<file path="src/shared/steif_regs.vh">
// Register offsets, field positions, reset values and widths of the event interface.
`ifndef STEIF_REGS_VH
`define STEIF_REGS_VH

// Register bus geometry.
`define STEIF_ADDR_W        8
`define STEIF_DATA_W        32

// Register offsets (byte addresses, one aligned word each).
`define STEIF_OFS_STATUS    8'h00
`define STEIF_OFS_RESULT    8'h04
`define STEIF_OFS_CONFIG    8'h08
`define STEIF_OFS_CONV_LEN  8'h0C

// Status register field positions.
`define STEIF_ST_BATT       0
`define STEIF_ST_FLAG_A     1
`define STEIF_ST_FLAG_B     2
`define STEIF_ST_CONV_BUSY  3
`define STEIF_ST_CONV_DONE  4
`define STEIF_ST_CNT_LSB    8
`define STEIF_ST_CNT_MSB    14

// Shock counter geometry.
`define STEIF_CNT_W         7
`define STEIF_CNT_MAX       7'h7F
`define STEIF_CNT_ONE       7'h01
`define STEIF_CNT_ZERO      7'h00

// Converter word geometry.
`define STEIF_CONV_W        12
`define STEIF_BITCNT_W      5
`define STEIF_BITCNT_ZERO   5'h00
`define STEIF_BITCNT_ONE    5'h01
`define STEIF_BITCNT_FULL   5'h0C

// Conversion length in conversion clock edges.
`define STEIF_LEN_W         8
`define STEIF_LEN_RESET     8'h0E
`define STEIF_LEN_ONE       8'h01

// Reset values.
`define STEIF_RESULT_RESET  12'h000
`define STEIF_WORD_ZERO     32'h0000_0000

// Synchroniser inputs: positions in the synchronised vector.
`define STEIF_NSYNC         10
`define STEIF_IX_SEL_N      0
`define STEIF_IX_SDI        1
`define STEIF_IX_SCLK       2
`define STEIF_IX_ACLK       3
`define STEIF_IX_ADV        4
`define STEIF_IX_CLR        5
`define STEIF_IX_TEST       6
`define STEIF_IX_SHOCK      7
`define STEIF_IX_HIT_A      8
`define STEIF_IX_HIT_B      9

`endif

</file>
<file path="src/logic/steif_sync.v">
// Two-flop synchroniser bank with edge detection for pin inputs.
`timescale 1ns/1ps
`default_nettype none

module steif_sync #(
  parameter W = 1
) (
  // Clock and reset.
  input  wire         ref_clk,
  input  wire         rst,
  // Asynchronous pin levels.
  input  wire [W-1:0] pin_in,
  // Synchronised level and one-cycle edge pulses.
  output wire [W-1:0] level,
  output wire [W-1:0] rise,
  output wire [W-1:0] fall
);

  genvar i;

  // Each bit gets two capture flops plus a history flop; only the second
  // and third stages feed the edge detectors, never the first.
  generate
    for (i = 0; i < W; i = i + 1) begin : g_bit
      reg meta_reg;
      reg sync_reg;
      reg hist_reg;
      always @(posedge ref_clk) begin
        if (rst) begin
          meta_reg <= 1'b0;
          sync_reg <= 1'b0;
          hist_reg <= 1'b0;
        end else begin
          meta_reg <= pin_in[i];
          sync_reg <= meta_reg;
          hist_reg <= sync_reg;
        end
      end
      assign level[i] = sync_reg;
      assign rise[i]  = sync_reg & ~hist_reg;
      assign fall[i]  = ~sync_reg & hist_reg;
    end
  endgenerate

endmodule // steif_sync

`default_nettype wire

</file>
<file path="src/logic/steif_top.v">
// Digital side of the shock, transient and converter link between two sections.
//
// Summary of operation
// RL1 - Converter port moves data only while the select input is low.
// RL2 - Controller shifts the configuration word in on the serial input.
// RL3 - Device shifts the conversion result out on the serial output.
// RL4 - All converter serial movement follows the shift clock input.
// RL5 - Conversion is paced by a separate conversion clock input.
// RL6 - Controller pulses shock advance and watches the MSB to learn the count.
// RL7 - Outside battery mode the MSB output follows the counter MSB.
// RL8 - Two transient flags are held and shown to the controller.
// RL9 - The clear input resets both transient flags together.
// RL10 - A transient raises the transient interrupt line.
// RL11 - A shock raises the separate shock interrupt line.
// RL12 - The self-test input clocks both transient flags into the detected state.
// RL13 - Battery mode is on while backup voltage exceeds the main input.
// RL14 - In battery mode only the shock counter stays active.
// RL15 - The counter steps once per shock above the acceleration threshold.
// RL16 - Shocks are counted while running from battery.
// RL17 - The counter saturates at 127 and ignores further shocks.
// RL18 - Under main power the counter idles and shocks go to the interrupt.
// RL19 - Reset returns the supervision logic to its initial state.
// RL20 - Flags stay set until cleared; interrupt stays high while either is set.
// RL21 - The shock counter is seven bits wide.
//
// Added by the designer: the register offsets and the strobed register port.
`timescale 1ns/1ps
`default_nettype none
`include "steif_regs.vh"

module steif_top (
  // Clock and synchronous reset.
  input  wire                       ref_clk,
  input  wire                       rst,
  // Register port.
  input  wire [`STEIF_ADDR_W-1:0]   reg_addr,
  input  wire [`STEIF_DATA_W-1:0]   reg_wdata,
  input  wire                       reg_wr,
  input  wire                       reg_rd,
  output reg  [`STEIF_DATA_W-1:0]   reg_rdata,
  // Converter serial port from the controller.
  input  wire                       conv_select_n,
  input  wire                       conv_sdi,
  input  wire                       conv_sclk,
  input  wire                       conv_aclk,
  output reg                        conv_sdo,
  output reg                        conv_sdo_oe,
  // Shock counter lines.
  input  wire                       shock_advance,
  output reg                        shock_count_msb,
  output reg                        shock_irq,
  // Transient lines.
  input  wire                       transient_flag_clear,
  input  wire                       transient_self_test,
  output reg                        transient_flag_a,
  output reg                        transient_flag_b,
  output wire                       transient_irq,
  // Analog comparator results.
  input  wire                       shock_detect,
  input  wire                       transient_hit_a,
  input  wire                       transient_hit_b,
  input  wire                       batt_above_main
);

  // Converter sequencer states.
  localparam ST_IDLE  = 3'b001;
  localparam ST_CONV  = 3'b010;
  localparam ST_READY = 3'b100;

  wire [`STEIF_NSYNC-1:0] pin_vec;
  wire [`STEIF_NSYNC-1:0] lvl;
  wire [`STEIF_NSYNC-1:0] rise;
  wire [`STEIF_NSYNC-1:0] fall;

  reg                       batt_meta_reg;
  reg                       batt_mode_reg;
  reg [`STEIF_CNT_W-1:0]    shock_cnt_reg;
  reg [`STEIF_CONV_W-1:0]   result_reg;
  reg [`STEIF_CONV_W-1:0]   config_reg;
  reg [`STEIF_LEN_W-1:0]    conv_len_reg;
  reg [`STEIF_CONV_W-1:0]   in_shift_reg;
  reg [`STEIF_CONV_W-1:0]   out_shift_reg;
  reg [`STEIF_CONV_W-1:0]   held_result_reg;
  reg [`STEIF_BITCNT_W-1:0] bit_cnt_reg;
  reg [`STEIF_LEN_W-1:0]    aclk_cnt_reg;
  reg [2:0]                 state_reg;
  reg [2:0]                 state_next;
  reg                       conv_done_reg;

  wire sel_active;
  wire start_conv;
  wire conv_end;

  // All pins come from the controller or the analog section, so every one
  // is synchronised before it is looked at. Select enters inverted, so its
  // idle level matches the flops' reset value and no false frame follows reset.
  assign pin_vec[`STEIF_IX_SEL_N] = ~conv_select_n;
  assign pin_vec[`STEIF_IX_SDI]   = conv_sdi;
  assign pin_vec[`STEIF_IX_SCLK]  = conv_sclk;
  assign pin_vec[`STEIF_IX_ACLK]  = conv_aclk;
  assign pin_vec[`STEIF_IX_ADV]   = shock_advance;
  assign pin_vec[`STEIF_IX_CLR]   = transient_flag_clear;
  assign pin_vec[`STEIF_IX_TEST]  = transient_self_test;
  assign pin_vec[`STEIF_IX_SHOCK] = shock_detect;
  assign pin_vec[`STEIF_IX_HIT_A] = transient_hit_a;
  assign pin_vec[`STEIF_IX_HIT_B] = transient_hit_b;

  steif_sync #(
    .W (`STEIF_NSYNC)
  ) u_sync (
    .ref_clk (ref_clk),
    .rst     (rst),
    .pin_in  (pin_vec),
    .level   (lvl),
    .rise    (rise),
    .fall    (fall)
  );

  // Battery mode follows the supply comparator after two flops; reset puts
  // the supervision logic back on main power.
  always @(posedge ref_clk) begin
    if (rst) begin
      batt_meta_reg <= 1'b0; // RL19
      batt_mode_reg <= 1'b0; // RL19
    end else begin
      batt_meta_reg <= batt_above_main;
      batt_mode_reg <= batt_meta_reg; // RL13
    end
  end

  // The only active path in battery mode is shock counting; the advance
  // line is served under main power when the controller is awake.
  always @(posedge ref_clk) begin
    if (rst) begin
      shock_cnt_reg <= `STEIF_CNT_ZERO;
    end else if (batt_mode_reg) begin
      if (rise[`STEIF_IX_SHOCK] && shock_cnt_reg != `STEIF_CNT_MAX) begin // RL17
        shock_cnt_reg <= shock_cnt_reg + `STEIF_CNT_ONE; // RL15 RL16 RL21
      end
    end else if (rise[`STEIF_IX_ADV]) begin
      // Advance wraps so the controller sees the MSB toggle after stepping.
      shock_cnt_reg <= shock_cnt_reg + `STEIF_CNT_ONE; // RL6
    end
  end

  // Counter MSB and shock interrupt are only meaningful on main power.
  always @(posedge ref_clk) begin
    if (rst) begin
      shock_count_msb <= 1'b0;
      shock_irq       <= 1'b0;
    end else begin
      shock_count_msb <= ~batt_mode_reg & shock_cnt_reg[`STEIF_CNT_W-1]; // RL7 RL14
      shock_irq       <= ~batt_mode_reg & lvl[`STEIF_IX_SHOCK]; // RL11 RL18
    end
  end

  // Transient flags: a hit or a self-test edge sets, the clear input resets
  // both. A set in the same cycle as a clear wins so no event is lost.
  always @(posedge ref_clk) begin
    if (rst) begin
      transient_flag_a <= 1'b0;
      transient_flag_b <= 1'b0;
    end else if (!batt_mode_reg) begin
      if (lvl[`STEIF_IX_HIT_A] || rise[`STEIF_IX_TEST]) begin // RL12
        transient_flag_a <= 1'b1; // RL8
      end else if (lvl[`STEIF_IX_CLR]) begin
        transient_flag_a <= 1'b0; // RL9
      end
      if (lvl[`STEIF_IX_HIT_B] || rise[`STEIF_IX_TEST]) begin // RL12
        transient_flag_b <= 1'b1; // RL8
      end else if (lvl[`STEIF_IX_CLR]) begin
        transient_flag_b <= 1'b0; // RL9
      end
    end
  end

  // Interrupt holds as long as either flag holds.
  assign transient_irq = transient_flag_a | transient_flag_b; // RL10 RL20

  // Converter port is live only with select low and main power present.
  assign sel_active = lvl[`STEIF_IX_SEL_N] & ~batt_mode_reg; // RL1 RL14

  // A complete configuration word followed by deselect starts a conversion.
  assign start_conv = fall[`STEIF_IX_SEL_N] && bit_cnt_reg >= `STEIF_BITCNT_FULL;

  // The conversion ends after the programmed number of conversion clocks.
  assign conv_end = rise[`STEIF_IX_ACLK] && aclk_cnt_reg >= conv_len_reg - `STEIF_LEN_ONE;

  // Serial shifting: sample input on shift-clock rise, present the next
  // output bit on shift-clock fall, most significant bit first.
  always @(posedge ref_clk) begin
    if (rst) begin
      in_shift_reg  <= `STEIF_RESULT_RESET;
      out_shift_reg <= `STEIF_RESULT_RESET;
      bit_cnt_reg   <= `STEIF_BITCNT_ZERO;
      config_reg    <= `STEIF_RESULT_RESET;
    end else begin
      if (rise[`STEIF_IX_SEL_N]) begin
        out_shift_reg <= held_result_reg;
        bit_cnt_reg   <= `STEIF_BITCNT_ZERO;
      end else if (sel_active) begin
        if (rise[`STEIF_IX_SCLK]) begin
          in_shift_reg <= {in_shift_reg[`STEIF_CONV_W-2:0], lvl[`STEIF_IX_SDI]}; // RL2 RL4
          if (bit_cnt_reg != `STEIF_BITCNT_FULL) begin
            bit_cnt_reg <= bit_cnt_reg + `STEIF_BITCNT_ONE;
          end
        end
        if (fall[`STEIF_IX_SCLK]) begin
          out_shift_reg <= {out_shift_reg[`STEIF_CONV_W-2:0], 1'b0}; // RL3 RL4
        end
      end
      if (start_conv) begin
        config_reg <= in_shift_reg;
      end
    end
  end

  // Output pin is driven only while selected; it is a flop so the bit on
  // the pin never glitches between shift-clock edges.
  always @(posedge ref_clk) begin
    if (rst) begin
      conv_sdo    <= 1'b0;
      conv_sdo_oe <= 1'b0;
    end else begin
      conv_sdo    <= sel_active & out_shift_reg[`STEIF_CONV_W-1]; // RL3
      conv_sdo_oe <= sel_active; // RL1
    end
  end

  // Conversion sequencer, started by a full-word deselect and paced by the conversion clock edges.
  always @* begin
    state_next = state_reg;
    case (state_reg)
      ST_IDLE: begin
        if (start_conv) begin
          state_next = ST_CONV;
        end
      end
      ST_CONV: begin
        if (batt_mode_reg) begin
          state_next = ST_IDLE;
        end else if (conv_end) begin
          state_next = ST_READY; // RL5
        end
      end
      ST_READY: begin
        state_next = ST_IDLE;
      end
      default: begin
        state_next = ST_IDLE;
      end
    endcase
  end

  always @(posedge ref_clk) begin
    if (rst) begin
      state_reg       <= ST_IDLE;
      aclk_cnt_reg    <= {`STEIF_LEN_W{1'b0}};
      held_result_reg <= `STEIF_RESULT_RESET;
      conv_done_reg   <= 1'b0;
    end else begin
      state_reg <= state_next;
      if (state_reg == ST_IDLE) begin
        aclk_cnt_reg <= {`STEIF_LEN_W{1'b0}};
      end else if (state_reg == ST_CONV && rise[`STEIF_IX_ACLK]) begin
        aclk_cnt_reg <= aclk_cnt_reg + `STEIF_LEN_ONE; // RL5
      end
      // The sampled analog value becomes the result that the next frame shifts out.
      if (state_reg == ST_READY) begin
        held_result_reg <= result_reg;
        conv_done_reg   <= 1'b1;
      end else if (start_conv) begin
        conv_done_reg   <= 1'b0;
      end
    end
  end

  // Register writes: sampled analog value and conversion length.
  always @(posedge ref_clk) begin
    if (rst) begin
      result_reg   <= `STEIF_RESULT_RESET;
      conv_len_reg <= `STEIF_LEN_RESET;
    end else if (reg_wr) begin
      if (reg_addr == `STEIF_OFS_RESULT) begin
        result_reg <= reg_wdata[`STEIF_CONV_W-1:0];
      end else if (reg_addr == `STEIF_OFS_CONV_LEN) begin
        // A zero length would wrap to 256 conversion clock edges, so it is held at one instead.
        if (reg_wdata[`STEIF_LEN_W-1:0] == {`STEIF_LEN_W{1'b0}}) begin
          conv_len_reg <= `STEIF_LEN_ONE;
        end else begin
          conv_len_reg <= reg_wdata[`STEIF_LEN_W-1:0];
        end
      end
    end
  end

  // Register reads answer in the next cycle; unmapped offsets read zero.
  always @(posedge ref_clk) begin
    if (rst) begin
      reg_rdata <= `STEIF_WORD_ZERO;
    end else if (reg_rd) begin
      reg_rdata <= `STEIF_WORD_ZERO;
      if (reg_addr == `STEIF_OFS_STATUS) begin
        reg_rdata[`STEIF_ST_BATT]      <= batt_mode_reg;
        reg_rdata[`STEIF_ST_FLAG_A]    <= transient_flag_a;
        reg_rdata[`STEIF_ST_FLAG_B]    <= transient_flag_b;
        reg_rdata[`STEIF_ST_CONV_BUSY] <= (state_reg == ST_CONV);
        reg_rdata[`STEIF_ST_CONV_DONE] <= conv_done_reg;
        reg_rdata[`STEIF_ST_CNT_MSB:`STEIF_ST_CNT_LSB] <= shock_cnt_reg;
      end else if (reg_addr == `STEIF_OFS_RESULT) begin
        reg_rdata[`STEIF_CONV_W-1:0] <= result_reg;
      end else if (reg_addr == `STEIF_OFS_CONFIG) begin
        reg_rdata[`STEIF_CONV_W-1:0] <= config_reg;
      end else if (reg_addr == `STEIF_OFS_CONV_LEN) begin
        reg_rdata[`STEIF_LEN_W-1:0] <= conv_len_reg;
      end
    end else begin
      reg_rdata <= `STEIF_WORD_ZERO;
    end
  end

endmodule // steif_top

`default_nettype wire

</file>
<file path="config.mk">
export PLATFORM = sky130hd
export DESIGN_NAME = steif_top
export DESIGN_NICKNAME = d
export VERILOG_FILES = /design/src/logic/steif_sync.v /design/src/logic/steif_top.v
export VERILOG_INCLUDE_DIRS = /design/src /design/src/shared
export SDC_FILE = /design/constraint.sdc
export NUM_CORES = 1
export LEC_CHECK = 0
export ABC_AREA = 1
export BUFFER_PORTS_ARGS = -buffer_cell sky130_fd_sc_hd__buf_2
export CORE_MARGIN = 2
export CORE_UTILIZATION = 45
export DETAILED_ROUTE_END_ITERATION = 10
export HOLD_SLACK_MARGIN = 0.08
export PLACE_DENSITY_LB_ADDON = 0.05
export SYNTH_ARGS = -nofsm -noshare
export SYNTH_HDL_FRONTEND = slang
export SYNTH_SLANG_ARGS = --single-unit
</file>
<file path="constraint.sdc">
create_clock -name ref_clk -period 5.1 [get_ports ref_clk]
set_clock_uncertainty 0.1 [all_clocks]
set_input_delay 1.02 -clock ref_clk [delete_from_list [all_inputs] [get_ports ref_clk]]
set_output_delay 1.02 -clock ref_clk [all_outputs]
set_load 0.02 [all_outputs]
</file>
# Word-level counts from Yosys, hierarchy flattened
# Cells that the tools add are included.
[classes]
addsub = 4
order_cmp = 2
n_eq_ne = 11
mux = 22
bitwise = 27
reduce_logical = 28
[ops]
columns = ["cell", "n"]
rows = [
  ["$mux 12", 4],
  ["$mux 8", 3],
  ["$mux 7", 3],
  ["$eq 8x4->1 const B", 2],
  ["$logic_not 8->1", 2],
  ["$not 1->1", 14],
  ["$and 1x1->1", 12],
  ["$reduce_and 2->1", 6],
  ["$reduce_bool 2->1", 6],
  ["$mux 3", 3],
  ["$reduce_and 3->1", 3],
  ["$add 8x1->8 const B", 1],
  ["$eq 8x3->1 const B", 1],
  ["$ge 8x8->1", 1],
  ["$mux 4", 2],
  ["$sub 8x1->8 const B", 1],
  ["$add 7x1->7 const B", 1],
  ["$ne 7x7->1 const B", 1],
  ["$pmux 3 s2", 1],
  ["$reduce_or 2->1", 3],
  ["$reduce_or 3->1", 2],
  ["$add 5x1->5 const B", 1],
  ["$ge 5x4->1 const B", 1],
  ["$mux 1", 5],
  ["other kinds (11)", 15],
]
[word_totals]
ff_bits = 158

# Logic depth before layout (Yosys ltp)
[depth]
depth_word = 6
mapped_depth = 15
depth_no_buf = 15

# Cells and area by module
# From an unflattened synthesis, not the netlist that was laid out.
[unflattened]
cells_unflattened = 814
area_unflattened_um2 = 6099.6
[by_module_without_submodules]
columns = ["mod", "instances", "cells_each", "area_each_um2", "seq_area_each_um2"]
rows = [
  ["steif_top", 1, 681, 5052.3, 2302.2],
  ["steif_sync", 1, 133, 1047.3, 600.6],
]

# Worst setup path after synthesis
# OpenSTA, ideal clock, no wires.
[synth_timing]
kind = "input-to-reg"
from = "input port reg_addr[7]"
to = "register result_reg[10]"
arrival_time_ns = 1.895
setup_slack_ns = 2.986
path_stages = 9
n_path_buf = 1
path_cell_list = "nor2_1 nand3_1 inv_1 nand2_1 nor2_4 inv_1 buf_2 o21ai_0 a21oi_1"
[synth_between]
elab_chain_len = 2
[synth_lines]
columns = ["element", "line", "rtl"]
rows = [
  ["from (decl)", "steif_top.v:36", "input wire [`STEIF_ADDR_W-1:0] reg_addr,"],
  ["$eq 8x3->1 (no line)", "n/a", ""],
  ["$reduce_and 2->1 (no line)", "n/a", ""],
  ["to (signal assigned)", "steif_top.v:281", "result_reg <= `STEIF_RESULT_RESET;"],
  ["to (signal assigned)", "steif_top.v:285", "result_reg <= reg_wdata[`STEIF_CONV_W-1:0];"],
  ["to (decl)", "steif_top.v:78", "reg [`STEIF_CONV_W-1:0] result_reg;"],
]
# No other way between the ends.
# A chain may end at the register's enable or synchronous reset.

# Worst setup path after layout
[layout_timing]
from = "input port reg_addr[7]"
to = "register result_reg[9]"
# Same word-level chain as after synthesis.

==> metrics.md <==
| Metric | Value |
|---|---|
| CORE AREA | between 0.01 and 0.015 sq mm |
| Nets | about 900 |
| CP peak stage delay | roughly 0.38 ns |
| Cell mode on critical path | inv_1 |
| Grt ovf | 0 |
| HP Class | flop to flop |
| Die Ht | 118.6 um |
| CTS sink cnt | 141 |
| First-pass GRT wire length | about 22 mm |
| Design area | approximately 0.007 sq mm |
| GRT Total Usage | between 10% and 20% |
| Sequential area share after synthesis | approximately 48% |
| Critical path, cell by cell | buf_2 -> nor2_1 -> nand3_1 -> inv_1 -> nand2_1 -> nor2_4 -> inv_1 -> o21ai_0 -> a21oi_1 |
| CTS max path bufs | 2 |
| Clk_lat worst skew | between 0.4 and 0.5 ns |
| Hpwl dp | ~9 mm |
| Antenna Nets Post-Route | 0 |
| PD cells | 364.2 mW/mm^2 |
| Clk slew on worst S/H paths | ~0.060 ns |
| Max-Cap Viols | 0 |
| Residual DRC | 0 |
| RSZ-0062 raised after global routing | no |
| Status | finished, final reports clean |
| Placement-stage cell area | roughly 0.0062 sq mm |
| Largest net degree at the start of global routing | 58 |
| Final worst-path cycle share | between 40 and 50% |
| CTS tree | built |
| Xor/xnor share of the synthesized area | under 10% |
| Peak VDD IR | 0.2662 mV |
| Critical path class | primary input to flop |
| Post-layout min period | between 2 and 3 ns |
| Power Total | approximately 2.5 mW |
| CTS Hold Bufs | 0 |
| Synth Area in Simple Gates | roughly 22% |
| Routed via count | 4887 |
| Pre-CTS setup slack | roughly 2.2 ns |
| Post-CTS sizing | 0 |
| Initial antenna violation count | 0 |
| Via count of the first global-routing pass | approximately 4500 |
| Total Die Area | ~0.014 sq mm |
| Number of diodes | 0 |
| Core Rows | 41 |
| Register bit total from synthesis | ~140 |
| Synthesis-to-finish area growth | 15.70% |
| Routability cong. | about 0.83 |
| Max Slew Vio Count | 0 |
| Syn. warnings | 0 |
| Routed WL | between 10 and 15 mm |
| Fin. Hold Viols | 0 |
| CP Launch Type | primary input |
| Width of the die | between 100 and 150 um |
| CP Capture Type | flop |
| Largest register FFs | 15 |
| Share of cells above drive strength 1 | a little over an eighth |
| Syn avg cell area | 7.640 sq um |
| Post-synthesis compound-gate area fraction | between 10% and 20% |
| Max frequency | 0.3991 GHz |
| DRT iter0 DRCs | about 400 |
| Final Worst Setup Slack | between 2 and 3 ns |
| Fin util | between 50 and 60% |
| Relative slew margins | 27.64% |
| Biggest register | reg_rdata |
| Largest family of logic cells by synthesized area | simple AND/OR/NAND/NOR gates |
| Synth Area in Adders | 2.751% |
| Actual slew at the worst max-slew pin | between 1 and 1.5 ns |
| H-tree levels | 4 |
| CP max FO | 14 |
| Via density | between 4 and 5 |
| Mapped cell area | roughly 0.0059 sq mm |
| Worst EP arrival | 2.70 ns |
| TritonRoute pass-1 iters | 7 |
| CTS Buf Count | 17 |
| Number of port buffers | 56 |
| Post-synthesis mux area share | 0% |
| Count of final setup violators | 0 |
| Req. time, crit path | approximately 5.3 ns |
| Initial Util | around 46% |
| Synth cell types | 43 |
| Syn Inst Count | slightly below 800 |
| Post-Route Setup TNS | 0 ns |
| Leakage power | 3.109 nW |
| CTS Root Cell | clkbuf_16 |
| Slowest CP cell | nor2_4 |
| Drt wl/cell | ~13 um |
| IO Count | 94 |
| Postcts setup bufs | 0 |
==> layout by cell type (no fill, tap or decap), types with 4 or more instances in the layout <==
| master | n |
|---|---|
| a21oi_1 | 68 |
| buf_2 | 56 |
| clkbuf_16 | 17 |
| clkinv_2 | 5 |
| conb_1 | 17 |
| dfxtp_1 | 141 |
| ha_1 | 13 |
| inv_1 | 106 |
| inv_2 | 4 |
| nand2_1 | 134 |
| nand3_1 | 34 |
| nand4_1 | 5 |
| nor2_1 | 102 |
| nor2_2 | 4 |
| nor3_1 | 9 |
| o211a_1 | 8 |
| o211ai_1 | 4 |
| o21ai_0 | 55 |
| xor2_1 | 10 |
==> power by group <==
| group | switching, mW | total (mW) | internal (mW) |
|---|---|---|---|
| registers | 0.0101 | 1.13 | 1.12 |
| logic | 0.0720 | 0.104 | 0.0317 |
| clock network | 0.466 | 1.26 | 0.792 |
==> path summary, 6_finish.rpt <==
path | to | start | slack, ns | cells past startpoint
worst max-delay path | result_reg[9] | reg_addr[7] | 2.59 | 9
worst min-delay path | u_sync.g_bit[0].sync_reg | u_sync.g_bit[0].meta_reg | 0.30 | 2
worst max register to register | config_reg[8] | bit_cnt_reg[2] | 2.79 | 7
worst min register to register | u_sync.g_bit[0].sync_reg | u_sync.g_bit[0].meta_reg | 0.30 | 2
==> logic make-up (layout without fill, tap and decap cells) <==
| family | Yosys count | count (layout) |
|---|---|---|
| flops | 141 | 141 |
| xor+xnor | 12 | 12 |
| other cells | 1 | 17 |
| fa+ha+maj | 13 | 13 |
| simple gates | 306 | 306 |
| compound gates | 149 | 149 |
| buf+inv | 152 | 201 |
==> per-layer routing <==
layer	GRT usage (%)	vias to the layer above	share of wire (%)
met5	0	-	0
met4	6.101	0	0.76
met3	5.985	9	5.3
met2	29.53	116	45
met1	26.14	2228	49
li1	-	2534	-
==> final cells by class <==
class / instances / area [sq um]
fill: 1251 / 5881
sequential: 141 / 2823
multi-input combinational: 497 / 2491
clock buffer: 21 / 460.4
inverter: 111 / 416.7
timing repair buffer: 58 / 295.3
tap: 172 / 215.2
clock inverter: 11 / 140.1
==> Yosys cell counts <==
master | n | area (sq um)
clkinv_1 | 1 | 3.750
ha_1 | 13 | 162.7
and2_1 | 1 | 6.260
o21ai_2 | 1 | 8.760
nor2_1 | 102 | 382.9
inv_1 | 106 | 397.9
nor3_4 | 3 | 48.80
a21oi_1 | 68 | 340.3
a31oi_1 | 1 | 6.260
nor2_4 | 3 | 33.78
o21ai_1 | 1 | 5.000
nand2_1 | 134 | 503.0
buf_6 | 1 | 11.26
nor2_2 | 4 | 25.02
o21ai_0 | 55 | 275.3
a211oi_2 | 1 | 12.51
a22oi_1 | 1 | 7.510
xnor2_1 | 2 | 17.52
buf_1 | 3 | 11.26
o211a_1 | 8 | 80.08
nand2_4 | 1 | 11.26
inv_2 | 4 | 15.01
buf_2 | 8 | 40.04
o211ai_1 | 4 | 30.03
buf_4 | 19 | 142.6
o21bai_1 | 1 | 7.510
o21a_1 | 1 | 7.510
nand4_1 | 5 | 31.28
xor2_1 | 10 | 87.58
a211oi_1 | 3 | 22.52
nand3_1 | 34 | 170.2
or2_2 | 1 | 6.260
or2_0 | 1 | 6.260
dfxtp_1 | 141 | 2823
nor3_2 | 2 | 20.02
and3_1 | 1 | 6.260
clkbuf_1 | 10 | 37.54
nor3b_1 | 2 | 15.01
nand2_2 | 3 | 18.77
nor3_1 | 9 | 45.04
conb_1 | 1 | 3.750
o22ai_1 | 3 | 18.77
o31ai_1 | 1 | 7.510
==> stage by stage <==
step / hold slack (ns) / instances
finish: 0.3012 / 1011
global route: 0.3165 / 1011
CTS: 0.3016 / 1011
detailed placement: 0.2928 / 979
global placement: 0.2884 / 979
floorplan: 0.2883 / 790
==> worst max-delay path, delay by kind of cell <==
kind | cells | cell delay [ns]
compound gates | 2 | 0.29
buf+inv | 3 | 0.51
simple gates | 4 | 0.87
(Power assumes the default switching activity.)
